==> src/rtl/ots_regs.svh <==
`ifndef OTS_REGS_SVH
`define OTS_REGS_SVH

// ----------------------------------------
// Register map
// ----------------------------------------
`define OTS_ADR_FSW 8'h00
`define OTS_ADR_EST 8'h04
`define OTS_ADR_STAT 8'h08
`define OTS_ADR_IRQ 8'h0c
`define OTS_ADR_MASK 8'h10

// ----------------------------------------
// Reset values and torque limit
// ----------------------------------------
`define OTS_FSW_RESET 16'h0080
`define OTS_EST_RESET 16'h0064
`define OTS_MAX_TORQUE 16'h012c

// ----------------------------------------
// Select word fields
// ----------------------------------------
`define OTS_FSW_FWD_IGN 2
`define OTS_FSW_REV_IGN 3
`define OTS_FSW_COAST 6
`define OTS_FSW_DB_KEEP 7
`define OTS_FSW_OT_DECEL 8
`define OTS_FSW_OT_CLAMP 9

// ----------------------------------------
// Interrupt bits
// ----------------------------------------
`define OTS_IRQ_FWD 0
`define OTS_IRQ_REV 1
`define OTS_IRQ_OFF 2
`define OTS_IRQ_STOP 3
`define OTS_IRQ_W 4

`endif

==> src/rtl/ots_pkg.sv <==
package ots_pkg;

  // Gray codes along run -> stop -> stopped, except BRAKE -> IDLE (3'h2 -> 3'h5)
  typedef enum logic [2:0] {
    OTS_RUN = 3'h0,
    OTS_DECEL = 3'h1,
    OTS_CLAMP = 3'h3,
    OTS_BRAKE = 3'h2,
    OTS_HELD = 3'h6,
    OTS_COAST = 3'h4,
    OTS_IDLE = 3'h5
  } ots_state_t;

endpackage : ots_pkg

==> src/rtl/ots_sequencer.sv <==
`timescale 1ns/1ps
`default_nettype none
`include "ots_regs.svh"
module ots_sequencer
  import ots_pkg::*;
(
  // Clock and reset
  input wire logic clk,
  input wire logic resetn,
  // Wishbone slave
  input wire logic wb_cyc_i,
  input wire logic wb_stb_i,
  input wire logic wb_we_i,
  input wire logic [7:0] wb_adr_i,
  input wire logic [3:0] wb_sel_i,
  input wire logic [31:0] wb_dat_i,
  output logic [31:0] wb_dat_o,
  output logic wb_ack_o,
  // Limit switches, high means at the limit
  input wire logic forward_limit_input,
  input wire logic reverse_limit_input,
  // Servo conditions
  input wire logic servo_on_in,
  input wire logic servo_alarm_in,
  input wire logic power_loss_in,
  input wire logic torque_mode_in,
  input wire logic motor_stopped_in,
  // Motor control path
  output logic inhibit_fwd_q,
  output logic inhibit_rev_q,
  output logic dyn_brake_q,
  output logic coast_q,
  output logic decel_q,
  output logic [15:0] stop_torque_value_q,
  output logic zero_clamp_q,
  output logic servo_off_q,
  // Interrupt
  output logic irq_q
);

  // ----------------------------------------
  // Functions
  // ----------------------------------------
  function automatic logic [15:0] lane_merge(input logic [15:0] old_v,
                                             input logic [31:0] wdat,
                                             input logic [3:0] sel);
    logic [15:0] r;
    r = old_v;
    if (sel[0]) begin
      r[7:0] = wdat[7:0];
    end
    if (sel[1]) begin
      r[15:8] = wdat[15:8];
    end
    return r;
  endfunction : lane_merge

  function automatic logic [15:0] torque_limit(input logic [15:0] v);
    return (v > `OTS_MAX_TORQUE) ? `OTS_MAX_TORQUE : v;
  endfunction : torque_limit

  // ----------------------------------------
  // Input synchronisers
  // ----------------------------------------
  logic [4:0] raw_in;
  logic [4:0] syn_in;
  logic fwd_lim;
  logic rev_lim;
  logic son;
  logic alarm;
  logic ploss;

  assign raw_in = {power_loss_in, servo_alarm_in, servo_on_in,
                   reverse_limit_input, forward_limit_input};

  ots_sync #(.W(5)) u_sync (
    .clk(clk),
    .resetn(resetn),
    .async_in(raw_in),
    .sync_out(syn_in)
  );

  assign fwd_lim = syn_in[0];
  assign rev_lim = syn_in[1];
  assign son = syn_in[2];
  assign alarm = syn_in[3];
  assign ploss = syn_in[4];

  // ----------------------------------------
  // Registers
  // ----------------------------------------
  logic [15:0] fsw_q;
  logic [15:0] fsw_d;
  logic [15:0] est_q;
  logic [15:0] est_d;
  logic [`OTS_IRQ_W-1:0] ist_q;
  logic [`OTS_IRQ_W-1:0] ist_d;
  logic [`OTS_IRQ_W-1:0] imask_q;
  logic [`OTS_IRQ_W-1:0] imask_d;
  logic [31:0] rdat_d;
  logic ack_d;
  logic wr_en;
  logic [`OTS_IRQ_W-1:0] ev_set;
  ots_state_t state_q;
  ots_state_t state_d;
  ots_state_t off_stop;

  assign wr_en = wb_cyc_i && wb_stb_i && wb_we_i && !wb_ack_o;

  always_comb begin
    fsw_d = fsw_q;
    est_d = est_q;
    imask_d = imask_q;
    ist_d = ist_q;
    ack_d = wb_cyc_i && wb_stb_i && !wb_ack_o;
    rdat_d = 32'h0000_0000;
    if (wr_en) begin
      unique case (wb_adr_i)
        `OTS_ADR_FSW: fsw_d = lane_merge(fsw_q, wb_dat_i, wb_sel_i);
        `OTS_ADR_EST: est_d = lane_merge(est_q, wb_dat_i, wb_sel_i);
        `OTS_ADR_IRQ: begin
          if (wb_sel_i[0]) begin
            ist_d = ist_q & ~wb_dat_i[`OTS_IRQ_W-1:0];
          end
        end
        `OTS_ADR_MASK: begin
          if (wb_sel_i[0]) begin
            imask_d = wb_dat_i[`OTS_IRQ_W-1:0];
          end
        end
        default: ;
      endcase
    end
    // Set wins over a clear in the same cycle
    ist_d = ist_d | ev_set;
    unique case (wb_adr_i)
      `OTS_ADR_FSW: rdat_d = {16'h0000, fsw_q};
      `OTS_ADR_EST: rdat_d = {16'h0000, est_q};
      `OTS_ADR_STAT: rdat_d = {16'h0000, 5'h00, syn_in, state_q,
                               inhibit_rev_q, inhibit_fwd_q, servo_off_q};
      `OTS_ADR_IRQ: rdat_d = {28'h0000000, ist_q};
      `OTS_ADR_MASK: rdat_d = {28'h0000000, imask_q};
      default: rdat_d = 32'h0000_0000;
    endcase
  end

  always_ff @(posedge clk or negedge resetn) begin
    if (!resetn) begin
      fsw_q <= `OTS_FSW_RESET;
      est_q <= `OTS_EST_RESET;
      ist_q <= '0;
      imask_q <= '0;
      wb_ack_o <= 1'b0;
      wb_dat_o <= 32'h0000_0000;
    end else begin
      fsw_q <= fsw_d;
      est_q <= est_d;
      ist_q <= ist_d;
      imask_q <= imask_d;
      wb_ack_o <= ack_d;
      wb_dat_o <= rdat_d;
    end
  end

  // ----------------------------------------
  // Overtravel decision
  // ----------------------------------------
  logic fwd_ot;
  logic rev_ot;
  logic fwd_ot_q;
  logic rev_ot_q;
  logic ot_new;
  logic off_cause;
  logic ot_decel;

  // Limit high means at the limit; set ignore bit masks it
  assign fwd_ot = fwd_lim && !fsw_q[`OTS_FSW_FWD_IGN];
  assign rev_ot = rev_lim && !fsw_q[`OTS_FSW_REV_IGN];
  assign ot_new = (fwd_ot && !fwd_ot_q) || (rev_ot && !rev_ot_q);
  assign off_cause = !son || alarm || ploss;
  // Torque mode forces the servo-off style stop
  assign ot_decel = fsw_q[`OTS_FSW_OT_DECEL] && !torque_mode_in;

  always_ff @(posedge clk or negedge resetn) begin
    if (!resetn) begin
      fwd_ot_q <= 1'b0;
      rev_ot_q <= 1'b0;
    end else begin
      fwd_ot_q <= fwd_ot;
      rev_ot_q <= rev_ot;
    end
  end

  // ----------------------------------------
  // Stop sequencer
  // ----------------------------------------
  // Servo-off stop entry point
  assign off_stop = fsw_q[`OTS_FSW_COAST] ? OTS_COAST : OTS_BRAKE;

  always_comb begin
    state_d = state_q;
    unique case (state_q)
      OTS_RUN: begin
        if (off_cause) begin
          state_d = off_stop;
        end else if (ot_new) begin
          state_d = ot_decel ? OTS_DECEL : off_stop;
        end
      end
      OTS_DECEL: begin
        if (off_cause) begin
          state_d = off_stop;
        end else if (motor_stopped_in) begin
          state_d = fsw_q[`OTS_FSW_OT_CLAMP] ? OTS_CLAMP : OTS_IDLE;
        end
      end
      OTS_CLAMP: begin
        if (off_cause) begin
          state_d = off_stop;
        end else if (!fwd_ot && !rev_ot) begin
          state_d = OTS_RUN;
        end
      end
      OTS_BRAKE: begin
        if (motor_stopped_in) begin
          state_d = fsw_q[`OTS_FSW_DB_KEEP] ? OTS_HELD : OTS_IDLE;
        end
      end
      OTS_COAST: begin
        if (motor_stopped_in) begin
          state_d = OTS_IDLE;
        end
      end
      OTS_HELD, OTS_IDLE: begin
        // Restart only once every stop cause has gone
        if (!off_cause && !fwd_ot && !rev_ot) begin
          state_d = OTS_RUN;
        end
      end
      default: state_d = OTS_IDLE;
    endcase
  end

  always_ff @(posedge clk or negedge resetn) begin
    if (!resetn) begin
      state_q <= OTS_IDLE;
    end else begin
      state_q <= state_d;
    end
  end

  // ----------------------------------------
  // Events
  // ----------------------------------------
  always_comb begin
    ev_set = '0;
    ev_set[`OTS_IRQ_FWD] = fwd_ot && !fwd_ot_q;
    ev_set[`OTS_IRQ_REV] = rev_ot && !rev_ot_q;
    ev_set[`OTS_IRQ_OFF] = (state_d == OTS_BRAKE || state_d == OTS_COAST)
                           && state_q != state_d;
    ev_set[`OTS_IRQ_STOP] = (state_d == OTS_HELD || state_d == OTS_IDLE
                             || state_d == OTS_CLAMP)
                            && state_q != state_d;
  end

  // ----------------------------------------
  // Outputs, registered from next state; inhibits from the overtravel decision
  // ----------------------------------------
  logic inh_fwd_d;
  logic inh_rev_d;
  logic db_d;
  logic coast_d;
  logic decel_d;
  logic clamp_d;
  logic off_d;
  logic irq_d;
  logic [15:0] trq_d;

  always_comb begin
    inh_fwd_d = fwd_ot;
    inh_rev_d = rev_ot;
    db_d = (state_d == OTS_BRAKE) || (state_d == OTS_HELD);
    coast_d = state_d == OTS_COAST;
    decel_d = state_d == OTS_DECEL;
    clamp_d = state_d == OTS_CLAMP;
    off_d = (state_d != OTS_RUN) && (state_d != OTS_DECEL)
            && (state_d != OTS_CLAMP);
    // Torque only matters during the overtravel deceleration
    trq_d = decel_d ? torque_limit(est_q) : 16'h0000;
    irq_d = |(ist_d & imask_d);
  end

  always_ff @(posedge clk or negedge resetn) begin
    if (!resetn) begin
      inhibit_fwd_q <= 1'b0;
      inhibit_rev_q <= 1'b0;
      dyn_brake_q <= 1'b0;
      coast_q <= 1'b0;
      decel_q <= 1'b0;
      zero_clamp_q <= 1'b0;
      servo_off_q <= 1'b1;
      stop_torque_value_q <= 16'h0000;
      irq_q <= 1'b0;
    end else begin
      inhibit_fwd_q <= inh_fwd_d;
      inhibit_rev_q <= inh_rev_d;
      dyn_brake_q <= db_d;
      coast_q <= coast_d;
      decel_q <= decel_d;
      zero_clamp_q <= clamp_d;
      servo_off_q <= off_d;
      stop_torque_value_q <= trq_d;
      irq_q <= irq_d;
    end
  end

endmodule : ots_sequencer
`default_nettype wire

==> src/rtl/ots_sync.sv <==
`timescale 1ns/1ps
`default_nettype none
module ots_sync #(
  parameter int W = 5
) (
  // Clock and reset
  input wire logic clk,
  input wire logic resetn,
  // Levels
  input wire logic [W-1:0] async_in,
  output logic [W-1:0] sync_out
);

  logic [W-1:0] meta_q;
  logic [W-1:0] meta_d;
  logic [W-1:0] sync_q;
  logic [W-1:0] sync_d;

  always_comb begin
    meta_d = async_in;
    sync_d = meta_q;
  end

  // First stage feeds only the second
  always_ff @(posedge clk or negedge resetn) begin
    if (!resetn) begin
      meta_q <= '0;
      sync_q <= '0;
    end else begin
      meta_q <= meta_d;
      sync_q <= sync_d;
    end
  end

  assign sync_out = sync_q;

endmodule : ots_sync
`default_nettype wire

==> config.mk <==
export PLATFORM = sky130hd
export DESIGN_NAME = ots_sequencer
export DESIGN_NICKNAME = d
export VERILOG_FILES = /design/src/rtl/ots_pkg.sv /design/src/rtl/ots_sequencer.sv /design/src/rtl/ots_sync.sv
export VERILOG_INCLUDE_DIRS = /design/src /design/src/rtl
export SDC_FILE = /design/constraint.sdc
export NUM_CORES = 1
export LEC_CHECK = 0
export BUFFER_PORTS_ARGS = -buffer_cell sky130_fd_sc_hd__buf_2
export CAP_MARGIN = 20
export CORE_ASPECT_RATIO = 1.75
export CORE_UTILIZATION = 30
export DETAILED_ROUTE_END_ITERATION = 12
export GPL_TIMING_DRIVEN = 0
export HOLD_SLACK_MARGIN = 0.1
export SLEW_MARGIN = 30
export SYNTH_ARGS = -nofsm -noshare
export SYNTH_HDL_FRONTEND = slang
export SYNTH_HIERARCHICAL = 1
export SYNTH_SLANG_ARGS = --single-unit
==> constraint.sdc <==
create_clock -name clk -period 3.3 [get_ports clk]
set_input_delay 0.495 -clock clk [delete_from_list [all_inputs] [get_ports clk]]
set_output_delay 0.495 -clock clk [all_outputs]
set_load 0.05 [all_outputs]
== Word level (Yosys, flattened, before mapping) ==
Cells that the tools add are included.
Storage, ports and cells
  register bits after elaboration: 110
  input port bits: 56
  output and inout port bits: 57
  word-level logic and storage cells: 109
Cells by class
  magnitude comparators: 1
  eq/ne operators: 19
  multiplexer cells: 23
  bitwise gates (word level): 4
  reductions and logical operators: 42
Operator list (number)
  16-bit case mux with 5 select lines: 1
  3-bit 2-to-1 mux: 12
  16-bit 2-to-1 mux: 2
  4-bit 2-to-1 mux: 6
  3-bit equality test (second input constant): 6
  3-bit case mux with 6 select lines: 1
  8-bit by 4-bit equality test with 1-bit output (second input constant): 2
  16-bit by 9-bit greater-than comparator with 1-bit output (second input constant): 1
  1-bit logical AND: 16
  3-bit by 2-bit equality test with 1-bit output (second input constant): 4
  3-bit AND reduction: 4
  1-bit logical NOT: 10
  4-bit AND: 2
  8-bit by 3-bit equality test with 1-bit output (second input constant): 1
  8-bit by 5-bit equality test with 1-bit output (second input constant): 1
  8-bit logical NOT: 1
  1-bit logical OR: 7
  3-bit by 1-bit equality test with 1-bit output (second input constant): 2
  4-bit NOT: 1
  4-bit OR: 1
  4-bit OR reduction: 1
  3-bit logical NOT: 1
  3-bit by 1-bit != test with 1-bit output (second input constant): 1
  3-bit by 2-bit != test with 1-bit output (second input constant): 1
  4 further kinds: 4

== Logic depth before layout (Yosys ltp) ==
Gate-level depths: netlist of run 1.
  word-level depth: 15
  gate-level depth with buffers: 9
  gate-level depth less buffers: 8

== Modules after synthesis ==
The synthesis of run 1 kept the hierarchy.
By module, submodules not included
  ots_sequencer: times used 1, cells each 321, area an instance 3846.2 µm², seq. area each 2110.8 µm²
  ots_sync: times used 1, cells each 10, area an instance 250.2 µm², seq. area each 250.2 µm²

== Worst setup path after synthesis of run 1 ==
Ideal clock, no wire load.
  path kind: input to register
  from: input port wb_adr_i[5]
  to: register fsw_q[10]
  setup time: 125 ps
  arrival: 2333 ps
  data required time: 3175 ps
  setup slack: 842 ps
  stages on the path: 7
  buffers on the path: 2
  path through: or4_1 or3_1 buf_2 nor3_4 and3_1 buf_4 mux2_2
On the way
  word-level cells in the longest chain between the ends: 2
RTL lines
  start, declared: RTL line ots_sequencer.sv:14  | input wire logic [7:0] wb_adr_i,
  8-bit logical NOT: RTL line ots_sequencer.sv:118  | unique case (wb_adr_i)
  3-bit AND reduction (no line)
  end signal, assigned: RTL line ots_sequencer.sv:149  | fsw_q <= `OTS_FSW_RESET;
  end signal, assigned: RTL line ots_sequencer.sv:156  | fsw_q <= fsw_d;
  end, declared: RTL line ots_sequencer.sv:92  | logic [15:0] fsw_q;
No other way between the ends.
A chain may end at the register's enable or synchronous reset.

== Worst setup path in the final report of run 1 ==
  from: register state_q[2]
  to: register irq_q
On the way
  word-level cells in the longest chain between the ends: 10
  elaborated cells on any way between the ends: 32
  classes of those cells: 12 x eq/ne; 10 x mux; 2 x bitwise; 8 x reduce/logical
RTL lines
  start, declared: RTL line ots_sequencer.sv:104  | ots_state_t state_q;
  start signal, assigned: RTL line ots_sequencer.sv:248  | state_q <= state_d;
  3-bit equality test (tied with other cells): RTL line ots_sequencer.sv:202  | unique case (state_q)
  2-bit OR reduction (tied with other cells): RTL line ots_sequencer.sv:202
  3-bit case mux with 6 select lines (*): RTL line ots_sequencer.sv:202
  via state_d[2]: RTL line ots_sequencer.sv:105  | ots_state_t state_d;
  3-bit equality test: RTL line ots_sequencer.sv:261  | ev_set[`OTS_IRQ_STOP] = (state_d == OTS_HELD || state_d == OTS_IDLE
  1-bit logical OR: RTL line ots_sequencer.sv:261
  1-bit logical OR: RTL line ots_sequencer.sv:262  | || state_d == OTS_CLAMP)
  1-bit logical AND: RTL line ots_sequencer.sv:263  | && state_q != state_d;
  4-bit OR (*): RTL line ots_sequencer.sv:135  | ist_d = ist_d | ev_set;
  4-bit AND (*): RTL line ots_sequencer.sv:290  | irq_d = |(ist_d & imask_d);
  4-bit OR reduction (*): RTL line ots_sequencer.sv:290
  via irq_d: RTL line ots_sequencer.sv:276  | logic irq_d;
  end signal, assigned: RTL line ots_sequencer.sv:313  | irq_q <= irq_d;
  end, declared: RTL line ots_sequencer.sv:38  | output logic irq_q
The timed path passes the listed nets; every way through them passes the cells marked *.

==> results of run 1 <==
[cells in the final DEF, fill, tap and decap left out, drive strengths merged, types with 5 or more instances in the layout]
| master | count |
|---|---|
| nor2 | 30 |
| nor2b | 7 |
| mux2i | 11 |
| a22o | 6 |
| buf | 97 |
| nand2 | 13 |
| dfrtp | 87 |
| nor3b | 6 |
| o21a | 9 |
| dfstp | 7 |
| clkbuf | 19 |
| conb | 23 |
| nor3 | 11 |
| a21oi | 13 |
| and3 | 8 |
| inv | 6 |
| and2 | 5 |
| mux2 | 36 |
[cells by family after synthesis]
logic type                 synth area share [%]
AOI/OAI and AO/OA                         10.57
and+or+nand+nor                           14.02
adders and majority gates                0.2749
buffers and inverters                     4.826
other                                   0.09154
muxes                                     12.58
DFF                                       57.64
[sequential cells by signal (all words and copies together), names as in the netlist]
register,cells
servo_off_q,1
imask_q,4
irq_q,1
wb_dat_o,16
inhibit_rev_q,1
stop_torque_value_q,16
wb_ack_o,1
state_q,3
u_sync/meta_q,5
zero_clamp_q,1
est_q,16
u_sync/sync_out,5
ist_q,4
fsw_q,16
inhibit_fwd_q,1
coast_q,1
decel_q,1
dyn_brake_q,1
[routing by layer]
layer	global-route usage (%)	wire, um
met1	13.75	3271
met2	25.88	5112
met3	2.915	361
met4	6.836	278
met5	0	0
[worst max-delay path, stage by stage, from the launching register on]
cell and delay (ps):
dfstp_2 550, clkbuf_1 370, inv_1 170, a31oi_1 170, a21oi_1 120, nor3_4 370, inv_2 120, a2111o_1 450
o211ai_2 80, nand4_1 90
[final timing paths]
path	cells past startpoint	from	slack, ps	to
max	9	state_q[2]	670	irq_q
min	1	reverse_limit_input	260	u_sync/meta_q[1]
max reg2reg	9	state_q[2]	670	irq_q
min reg2reg	0	u_sync/meta_q[3]	350	u_sync/sync_out[3]
max in group asynchronous	3	resetn	2050	state_q[2]
min in group asynchronous	2	resetn	590	fsw_q[11]
[final cells by class]
cell class	instances	area, um2	area share [%]
Timing Repair Buffer	78	424.2	8.307
Inverter	5	18.77	0.3676
Multi-Input combinational cell	226	1620	31.73
Clock inverter	5	32.53	0.6371
Buffer	28	178.9	3.504
Sequential cell	94	2361	46.24
Clock buffer	11	252.7	4.950
Tap cell	174	217.7	4.264
[power by group]
part / switching (mW) / internal, mW / leakage (nW)
clock network: 0.414 / 0.551 / 0.146
logic: 0.342 / 0.160 / 1.21
registers: 0.0300 / 1.20 / 1.22
==> results.yml, run 1 <==
status:
  status: "completed"
worst_setup_path:
  cp-start-kind: "flop"
  cp.arrival_ps: 2840
  end_kind: "flop"
  crit_type: "flop to flop"
  critPathMaxFanout: 10
  critPathRequiredTime_ps: 3510
place:
  dp_slack_ps: 472.6
  numPortBuffers: 76
  dp.cells: 604
  dpl_cell_area_um2: 4811
  gp_congestion: 0.8625
  dpl.hpwl_mm: 7.103
clocking:
  cts_tree: "built"
  cts_setup_buffers: 0
  cts_root_buf: "clkbuf_16"
  clk_pin_slew_ps: 60
  clk-insertion-delay-late_ps: 340
  holdBufCountCts: 1
  cts_htree_levels: 3
  cts_sinks: 94
  cts_resized: 0
  ctsLongestPathBuffers: 2
  cts-buffers-inserted: 9
route:
  drc_errors: 0
  detail-route-antenna-nets: 0
  drt-initial-drc-count: 70
  viasPerCell: 4.575
  first_pass_iters: 6
  num_vias: 2841
  wl_mm: 9.023
  wl_per_cell_um: 14.53
synth:
  synth-async-reset-ratio_pct: 100.0
  ys_top_cells_by_area: "dfrtp_1, mux2_2, dfstp_2, buf_4, nor2_1"
  ys_warn_count: 6
  synth_edf_count: 0
  synth_most_common_cell: "dfrtp_1"
  synth_common_cells: "dfrtp_1, mux2_2, nor2_1, buf_4"
  yosysTopAreaCell: "dfrtp_1"
  netlist.area_leader.share_pct: 53.15
  syn_inst: 331
  syn_area_per_cell_um2: 12.38
  ys_ff_latch: 94
  yosysSeqAreaShare_pct: 57.64
  ys_types: 55
  syn_area_um2: 4096
  ys.flop_type: "dfrtp_1"
global_route:
  grt_usage_pct: 13.57
  overflow: 0
  antenna_found_initial: 0
  grt_start_max_net_pins: 68
  grt_pass1_wl_mm: 14.72
  grt_pass1_vias: 2885
floorplanning:
  coreArea_um2: 13380
  start_util_pct: 30.61
  rows: 56
  die_area_um2: 14150
  pin_count: 113
  die_w_um: 90.34
  dieHeight_um: 156.6
sta:
  setup-violations-final: 0
  grt_setup_unrepaired: "false"
  finalHoldViolCount: 0
  final.min_clock_period_ps: 2625
  post-route-period-util_pct: 79.55
  final.setup.worst_slack_ps: 674.9
  worst_slew_pin_slew_ps: 771.4
  tns_ps: 0
  max-slew-margin-rel_pct: 48.35
  fin_skew_ps: 6.171
  fmax_ghz: 0.3809
  slew_viol_final: 0
  hold_slack_ps: 262.6
pwr:
  ir_drop_v: 0.0002139
  p_leak_nw: 2.580
  power_density_nw_per_um2: 528.9
  total_power_mw: 2.700
finish:
  final_cell_count_no_fill: 621
  nFillCells: 1283
  drive_above_1_share_pct: 38.70
  n_antenna_cell: 0
  utilization_pct: 38.15
  area_delta_synth_final_pct: 24.65
  fin_nets: 498
  final_area_um2: 5106
run:
  drv_cap: 0
hold_path:
  holdCritPathClass: "primary input to flop"
(Power assumes the default switching activity.)
==> run 2: changes to the inputs <==
- ABC_AREA: default -> 1
- clock period: 3.3 -> 2.1 ns (I/O delays scaled with it)
==> run 2 against run 1 <==
  * Critical path depth rose by 4
  * Final cell count rose by 23%
  * Sequential power rose by 63%
  * Via count rose by 22%
  * Global-route usage rose by 2.4 points
  * Clock skew rose by 1.9 ps
  * Synthesized cell count rose by 40%
  * Synthesized area rose by 2.9%
  * Fmax rose by 35%
  * Final area rose by 4.1%
  * Largest power group unchanged
==> results.yml, run 2 <==
global_route:
  grt_pass1_wl_mm: 17.41
  grt_start_max_net_pins: 58
  antenna_found_initial: 0
  overflow: 0
  grt_pass1_vias: 3421
  grt_usage_pct: 15.95
finish:
  area_delta_synth_final_pct: 26.09
  multiInputGateArea_um2: 1538
  regArea_um2: 2361
  final_cell_mix: "nand2_1, dfrtp_1, buf_2, inv_1, o21ai_0"
  n_antenna_cell: 0
  nFillCells: 1381
  drive_above_1_share_pct: 30.38
  utilization_pct: 38.61
  final_common_cell: "nand2_1"
  fin_nets: 637
place:
  numPortBuffers: 78
  gp_congestion: 0.8846
  dpl.hpwl_mm: 8.578
  dp_slack_ps: 3.022
run:
  drv_cap: 0
clocking:
  ctsLongestPathBuffers: 2
  cts_sinks: 94
  cts_root_buf: "clkbuf_16"
  cts_setup_buffers: 0
  cts-buffers-inserted: 9
  cts_htree_levels: 3
  cts_tree: "built"
  clk_pin_slew_ps: 70
  clk-insertion-delay-late_ps: 350
worst_setup_path:
  crit_cells: 13
  path_delay_family: "simple AND/OR/NAND/NOR gates"
  cp_num_buf_inv: 1
  crit_top_cell: "nand2_1"
  cpPeakStageDelay_ps: 640
  crit_type: "flop to flop"
  end_kind: "flop"
  slowest_stage: "dfstp_2"
  critPathMaxFanout: 7
  cp_cell_sequence: "inv_4 -> nand3_1 -> o21ai_0 -> nand2_1 -> nand3_1 -> nor2_2 -> nand3_2 -> nand2_1 -> nand2_1 -> nand2_1 -> nand2_2 -> nand2_2 -> nand3_2"
  r2r_cells: 13
  cp-start-kind: "flop"
  critPathRequiredTime_ps: 2330
  cp.arrival_ps: 2180
synth:
  yosysSeqAreaShare_pct: 56.01
  synth_common_cells: "nand2_1, dfrtp_1, inv_1, o21ai_0, nor2_1"
  yosysTopAreaCell: "dfrtp_1"
  syn_area_per_cell_um2: 9.104
  syn_inst: 463
  netlist.area_leader.share_pct: 51.65
  synth_edf_count: 0
  ys.flop_type: "dfrtp_1"
  synth-async-reset-ratio_pct: 100.0
  syn_area_um2: 4215
  ys_types: 37
  ys_warn_count: 6
  ys_top_cells_by_area: "dfrtp_1, nand2_1, o21ai_0, inv_1, dfstp_2"
  synth_most_common_cell: "nand2_1"
  ys_ff_latch: 94
sta:
  finalHoldViolCount: 0
  slew_viol_final: 0
  hold_slack_ps: 198.4
  fmax_ghz: 0.5125
  post-route-period-util_pct: 92.91
  max-slew-margin-rel_pct: 62.66
  fin_skew_ps: 8.068
  setup-violations-final: 0
  grt_setup_unrepaired: "false"
  final.setup.worst_slack_ps: 148.9
  worst_slew_pin_slew_ps: 555.0
  tns_ps: 0
  final.min_clock_period_ps: 1951
route:
  wl_mm: 11.06
  drc_errors: 0
  viasPerCell: 4.547
  drt-initial-drc-count: 174
  first_pass_iters: 5
  num_vias: 3469
  wl_per_cell_um: 14.49
  detail-route-antenna-nets: 0
floorplanning:
  dieHeight_um: 158.8
  rows: 57
  coreArea_um2: 13760
  die_w_um: 91.61
  start_util_pct: 30.62
  die_area_um2: 14550
  pin_count: 113
pwr:
  sw_frac_of_total_pct: 37.13
  p_int_mw: 3.377
  power_density_nw_per_um2: 1011
  switchingPower_mw: 1.994
  seq_power_share_pct: 37.2
  comb_power_share_pct: 31.8
  total_power_mw: 5.371
  clkPwrFrac_pct: 31.1
  ir_drop_v: 0.0004565
  p_leak_nw: 2.746
hold_path:
  holdCritPathClass: "primary input to flop"
  hold_depth: 3
status:
  status: "completed"
==> run 2: cell types whose count changed after synthesis, sizes merged, moves of 8 or more <==
cell / previous run / this run
nand2: 13 / 139
inv: 5 / 64
o21ai: 4 / 49
mux2: 36 / 0
nand3: 4 / 23
mux2i: 11 / 0
a21oi: 13 / 4
o21a: 9 / 0
and3: 8 / 0
==> run 2: cell families after synthesis <==
| family | synth area share, % |
|---|---|
| AOI/OAI and AO/OA | 9.558 |
| buffers and inverters | 9.766 |
| DFF | 56.01 |
| other | 0.08896 |
| and+or+nand+nor | 24.58 |
==> run 2: power by group through the flow <==
stage	Sequential, mW	Combinational (mW)	Clock [mW]
after floorplan	2.16	1.13	0
after global placement	2.03	1.66	0
after detailed placement	2.03	1.67	0
after CTS	1.99	1.69	1.72
after global routing	2.01	1.88	1.78
final	2.00	1.71	1.67
==> run 2: final timing paths <==
kind                                       start            endpoint  slack (ps)
worst min register to register  u_sync/meta_q[1]  u_sync/sync_out[1]         350
min in group asynchronous                 resetn             coast_q         500
worst min-delay path                    wb_stb_i            wb_ack_o         200
worst max-delay path                  state_q[0]               irq_q         150
max in group asynchronous                 resetn            fsw_q[7]         920
worst max register to register        state_q[0]               irq_q         150
==> run 2: worst reg2reg max path, stage by stage, from the launching register on <==
cell and delay [ps]:
dfstp_2 640, inv_4 80, nand3_1 90, o21ai_0 90, nand2_1 100, nand3_1 140
nor2_2 180, nand3_2 90, nand2_1 80, nand2_1 50, nand2_1 80, nand2_2 60
nand2_2 60, nand3_2 70
==> run 2: layout make-up <==
type | count | share of cell area (%)
Sequential cell | 94 | 44.42
Multi-Input combinational cell | 303 | 28.93
Timing Repair Buffer | 85 | 8.969
Inverter | 64 | 4.614
Clock buffer | 9 | 4.237
Tap cell | 177 | 4.167
Buffer | 24 | 3.178
Clock inverter | 7 | 1.483
==> run 2: metrics by stage <==
step                      cells  cell area, um2
after floorplan             485            4298
after global placement      740            4910
after detailed placement    741            4936
after CTS                   763            5300
after global routing        763            5315
final                       763            5315
==> run 2: repair_timing <==
action / in CTS / in global routing
hold buffers: 6 / 0
resized for setup: 0 / 4
endpoints found under the setup margin: 0 / 1
endpoints found under the hold margin: 57 / 0
==> run 2: routing by layer <==
layer	wire (um)	part of all wire (%)	vias up	global-route usage (%)
met2	6198	56	138	30.08
met5	0	0	-	0
met1	3779	34	1629	15.33
met3	531	4.8	33	3.352
li1	-	-	1669	-
met4	549	5.0	0	9.740
==> run 3: changes to the inputs <==
- CTS_BUF_LIST: default -> sky130_fd_sc_hd__clkbuf_16
- HOLD_SLACK_MARGIN: 0.1 -> default
- RECOVER_POWER: default -> 100
==> run 3 against run 2 <==
  * Final cell count down 0.66%
  * Sequential power about the same
  * Via count is 0.61% lower
  * Largest power group unchanged
  * Largest cell class unchanged
==> results.yml, run 3 (same netlist as run 2, synthesis figures left out) <==
status:
  status: "completed"
global_route:
  grt_usage_pct: 15.84
  grt_pass1_vias: 3387
  grt_start_max_net_pins: 58
  grt_pass1_wl_mm: 17.28
  antenna_found_initial: 0
  overflow: 0
pwr:
  power_density_nw_per_um2: 1033
  p_leak_nw: 2.559
  ir_drop_v: 0.0004557
sta:
  final.min_clock_period_ps: 1942
  post-route-period-util_pct: 92.48
  worst_slew_pin_slew_ps: 1468
  finalHoldViolCount: 0
  slew_viol_final: 0
  fin_skew_ps: 8.730
  setup-violations-final: 0
  grt_setup_unrepaired: "false"
  tns_ps: 0
  fmax_ghz: 0.5149
  max-slew-margin-rel_pct: 2.107
floorplanning:
  start_util_pct: 30.62
  pin_count: 113
  rows: 57
  coreArea_um2: 13760
  dieHeight_um: 158.8
  die_area_um2: 14550
  die_w_um: 91.61
finish:
  drive_above_1_share_pct: 22.20
  nFillCells: 1411
  final_cell_mix: "nand2_1, dfrtp_1, inv_1, clkbuf_1, o21ai_0"
  area_delta_synth_final_pct: 22.86
  final_common_cell: "nand2_1"
  n_antenna_cell: 0
  fin_nets: 632
  final_area_um2: 5179
  utilization_pct: 37.62
clocking:
  cts_tree: "built"
  cts_sinks: 94
  ctsLongestPathBuffers: 2
  cts_htree_levels: 3
  clk-insertion-delay-late_ps: 350
  cts_root_buf: "clkbuf_16"
  cts-buffers-inserted: 9
  clk_pin_slew_ps: 70
hold_path:
  min_from: "power_loss_in"
  hold_end: "u_sync/meta_q[4]"
  hold_depth: 1
  holdCritPathClass: "primary input to flop"
run:
  drv_cap: 0
worst_setup_path:
  reg2reg_slack_ps: 160
  r2r_start: "state_q[0]"
  end_kind: "flop"
  critPathRequiredTime_ps: 2330
  slowest_stage: "dfstp_2"
  crit_top_cell: "nand2_2"
  cp_cell_sequence: "inv_4 -> nand3_2 -> nor2_1 -> nor2_2 -> nand3_2 -> nor2_4 -> nand2_4 -> nand2_2 -> nand2_2 -> nand2_1 -> inv_1 -> nand2_2 -> nand2_2 -> nand2_2 -> nand3_2"
  r2r_cells: 15
  cp-start-kind: "flop"
  crit_type: "flop to flop"
  critPathMaxFanout: 7
  cp.arrival_ps: 2170
  reg2reg_to: "irq_q"
  cpPeakStageDelay_ps: 650
route:
  detail-route-antenna-nets: 0
  wl_mm: 11.06
  drc_errors: 0
  first_pass_iters: 5
  drt-initial-drc-count: 195
  wl_per_cell_um: 14.59
  viasPerCell: 4.549
  num_vias: 3448
place:
  numPortBuffers: 78
  gp_congestion: 0.8846
  dpl.hpwl_mm: 8.578
  dpl_cell_area_um2: 4936
run 3: routing by layer:
| metal | vias to the layer above | routed length [um] | track usage [%] | part of all wire (%) |
|---|---|---|---|---|
| met3 | 34 | 496 | 3.305 | 4.5 |
| met4 | 0 | 515 | 9.740 | 4.7 |
| met5 | - | 0 | 0 | 0 |
| met2 | 127 | 6171 | 29.80 | 56 |
| met1 | 1626 | 3873 | 15.26 | 35 |
| li1 | 1661 | - | - | - |
run 3: worst max path at each step:
stage | cells past startpoint | slack, ps | endpoint | start
2_1_floorplan | 13 | 240 | irq_q | inhibit_fwd_q
3_3_place_gp | 1 | -160 | wb_dat_o[14] | resetn
3_5_place_dp | 8 | 3 | fsw_q[9] | wb_adr_i[1]
4_1_cts | 13 | 100 | irq_q | inhibit_fwd_q
5_1_grt | 13 | 4 | irq_q | state_q[0]
6_report | 15 | 160 | irq_q | state_q[0]
run 3: metrics by stage:
| stage | instances | setup slack, ps | power, mW | hold WS, ps |
|---|---|---|---|---|
| floorplan | 485 | 243.0 | 3.291 | 19.41 |
| finish | 758 | 158.0 | 5.348 | 73.34 |
| detailed placement | 741 | 3.022 | 3.704 | 320.9 |
| global placement | 740 | -158.1 | 3.687 | 334.6 |
| global route | 758 | 4.422 | 5.633 | 56.06 |
| CTS | 758 | 104.4 | 5.394 | 59.91 |
run 3: timing repair:
item,CTS,global route
hold buffers,1,0
hold endpoints to repair,52,0
buffers inserted,0,0
resized for setup,0,4
setup endpoints to repair,0,1
run 3: final cells by class:
cell class / instances / area, um2 / share of cell area (%)
inverter: 64 / 245.2 / 4.735
buffer: 24 / 168.9 / 3.262
clock buffer: 9 / 225.2 / 4.349
multi-input combinational: 303 / 1509 / 29.14
timing repair buffer: 80 / 369.1 / 7.127
sequential: 94 / 2361 / 45.59
tap: 177 / 221.5 / 4.276
clock inverter: 7 / 78.83 / 1.522
run 3: report_power, final:
part           leakage [nW]  internal, mW  switching [mW]
logic                  1.20         0.485            1.19
registers              1.22          1.93          0.0694
clock network         0.144         0.937           0.732
run 3: worst max-delay path: cells and delay by family, from the launching register on:
| kind | cells | cell delay, ps |
|---|---|---|
| and+or+nand+nor | 13 | 1040 |
| DFF | 1 | 650 |
| buffers and inverters | 2 | 120 |
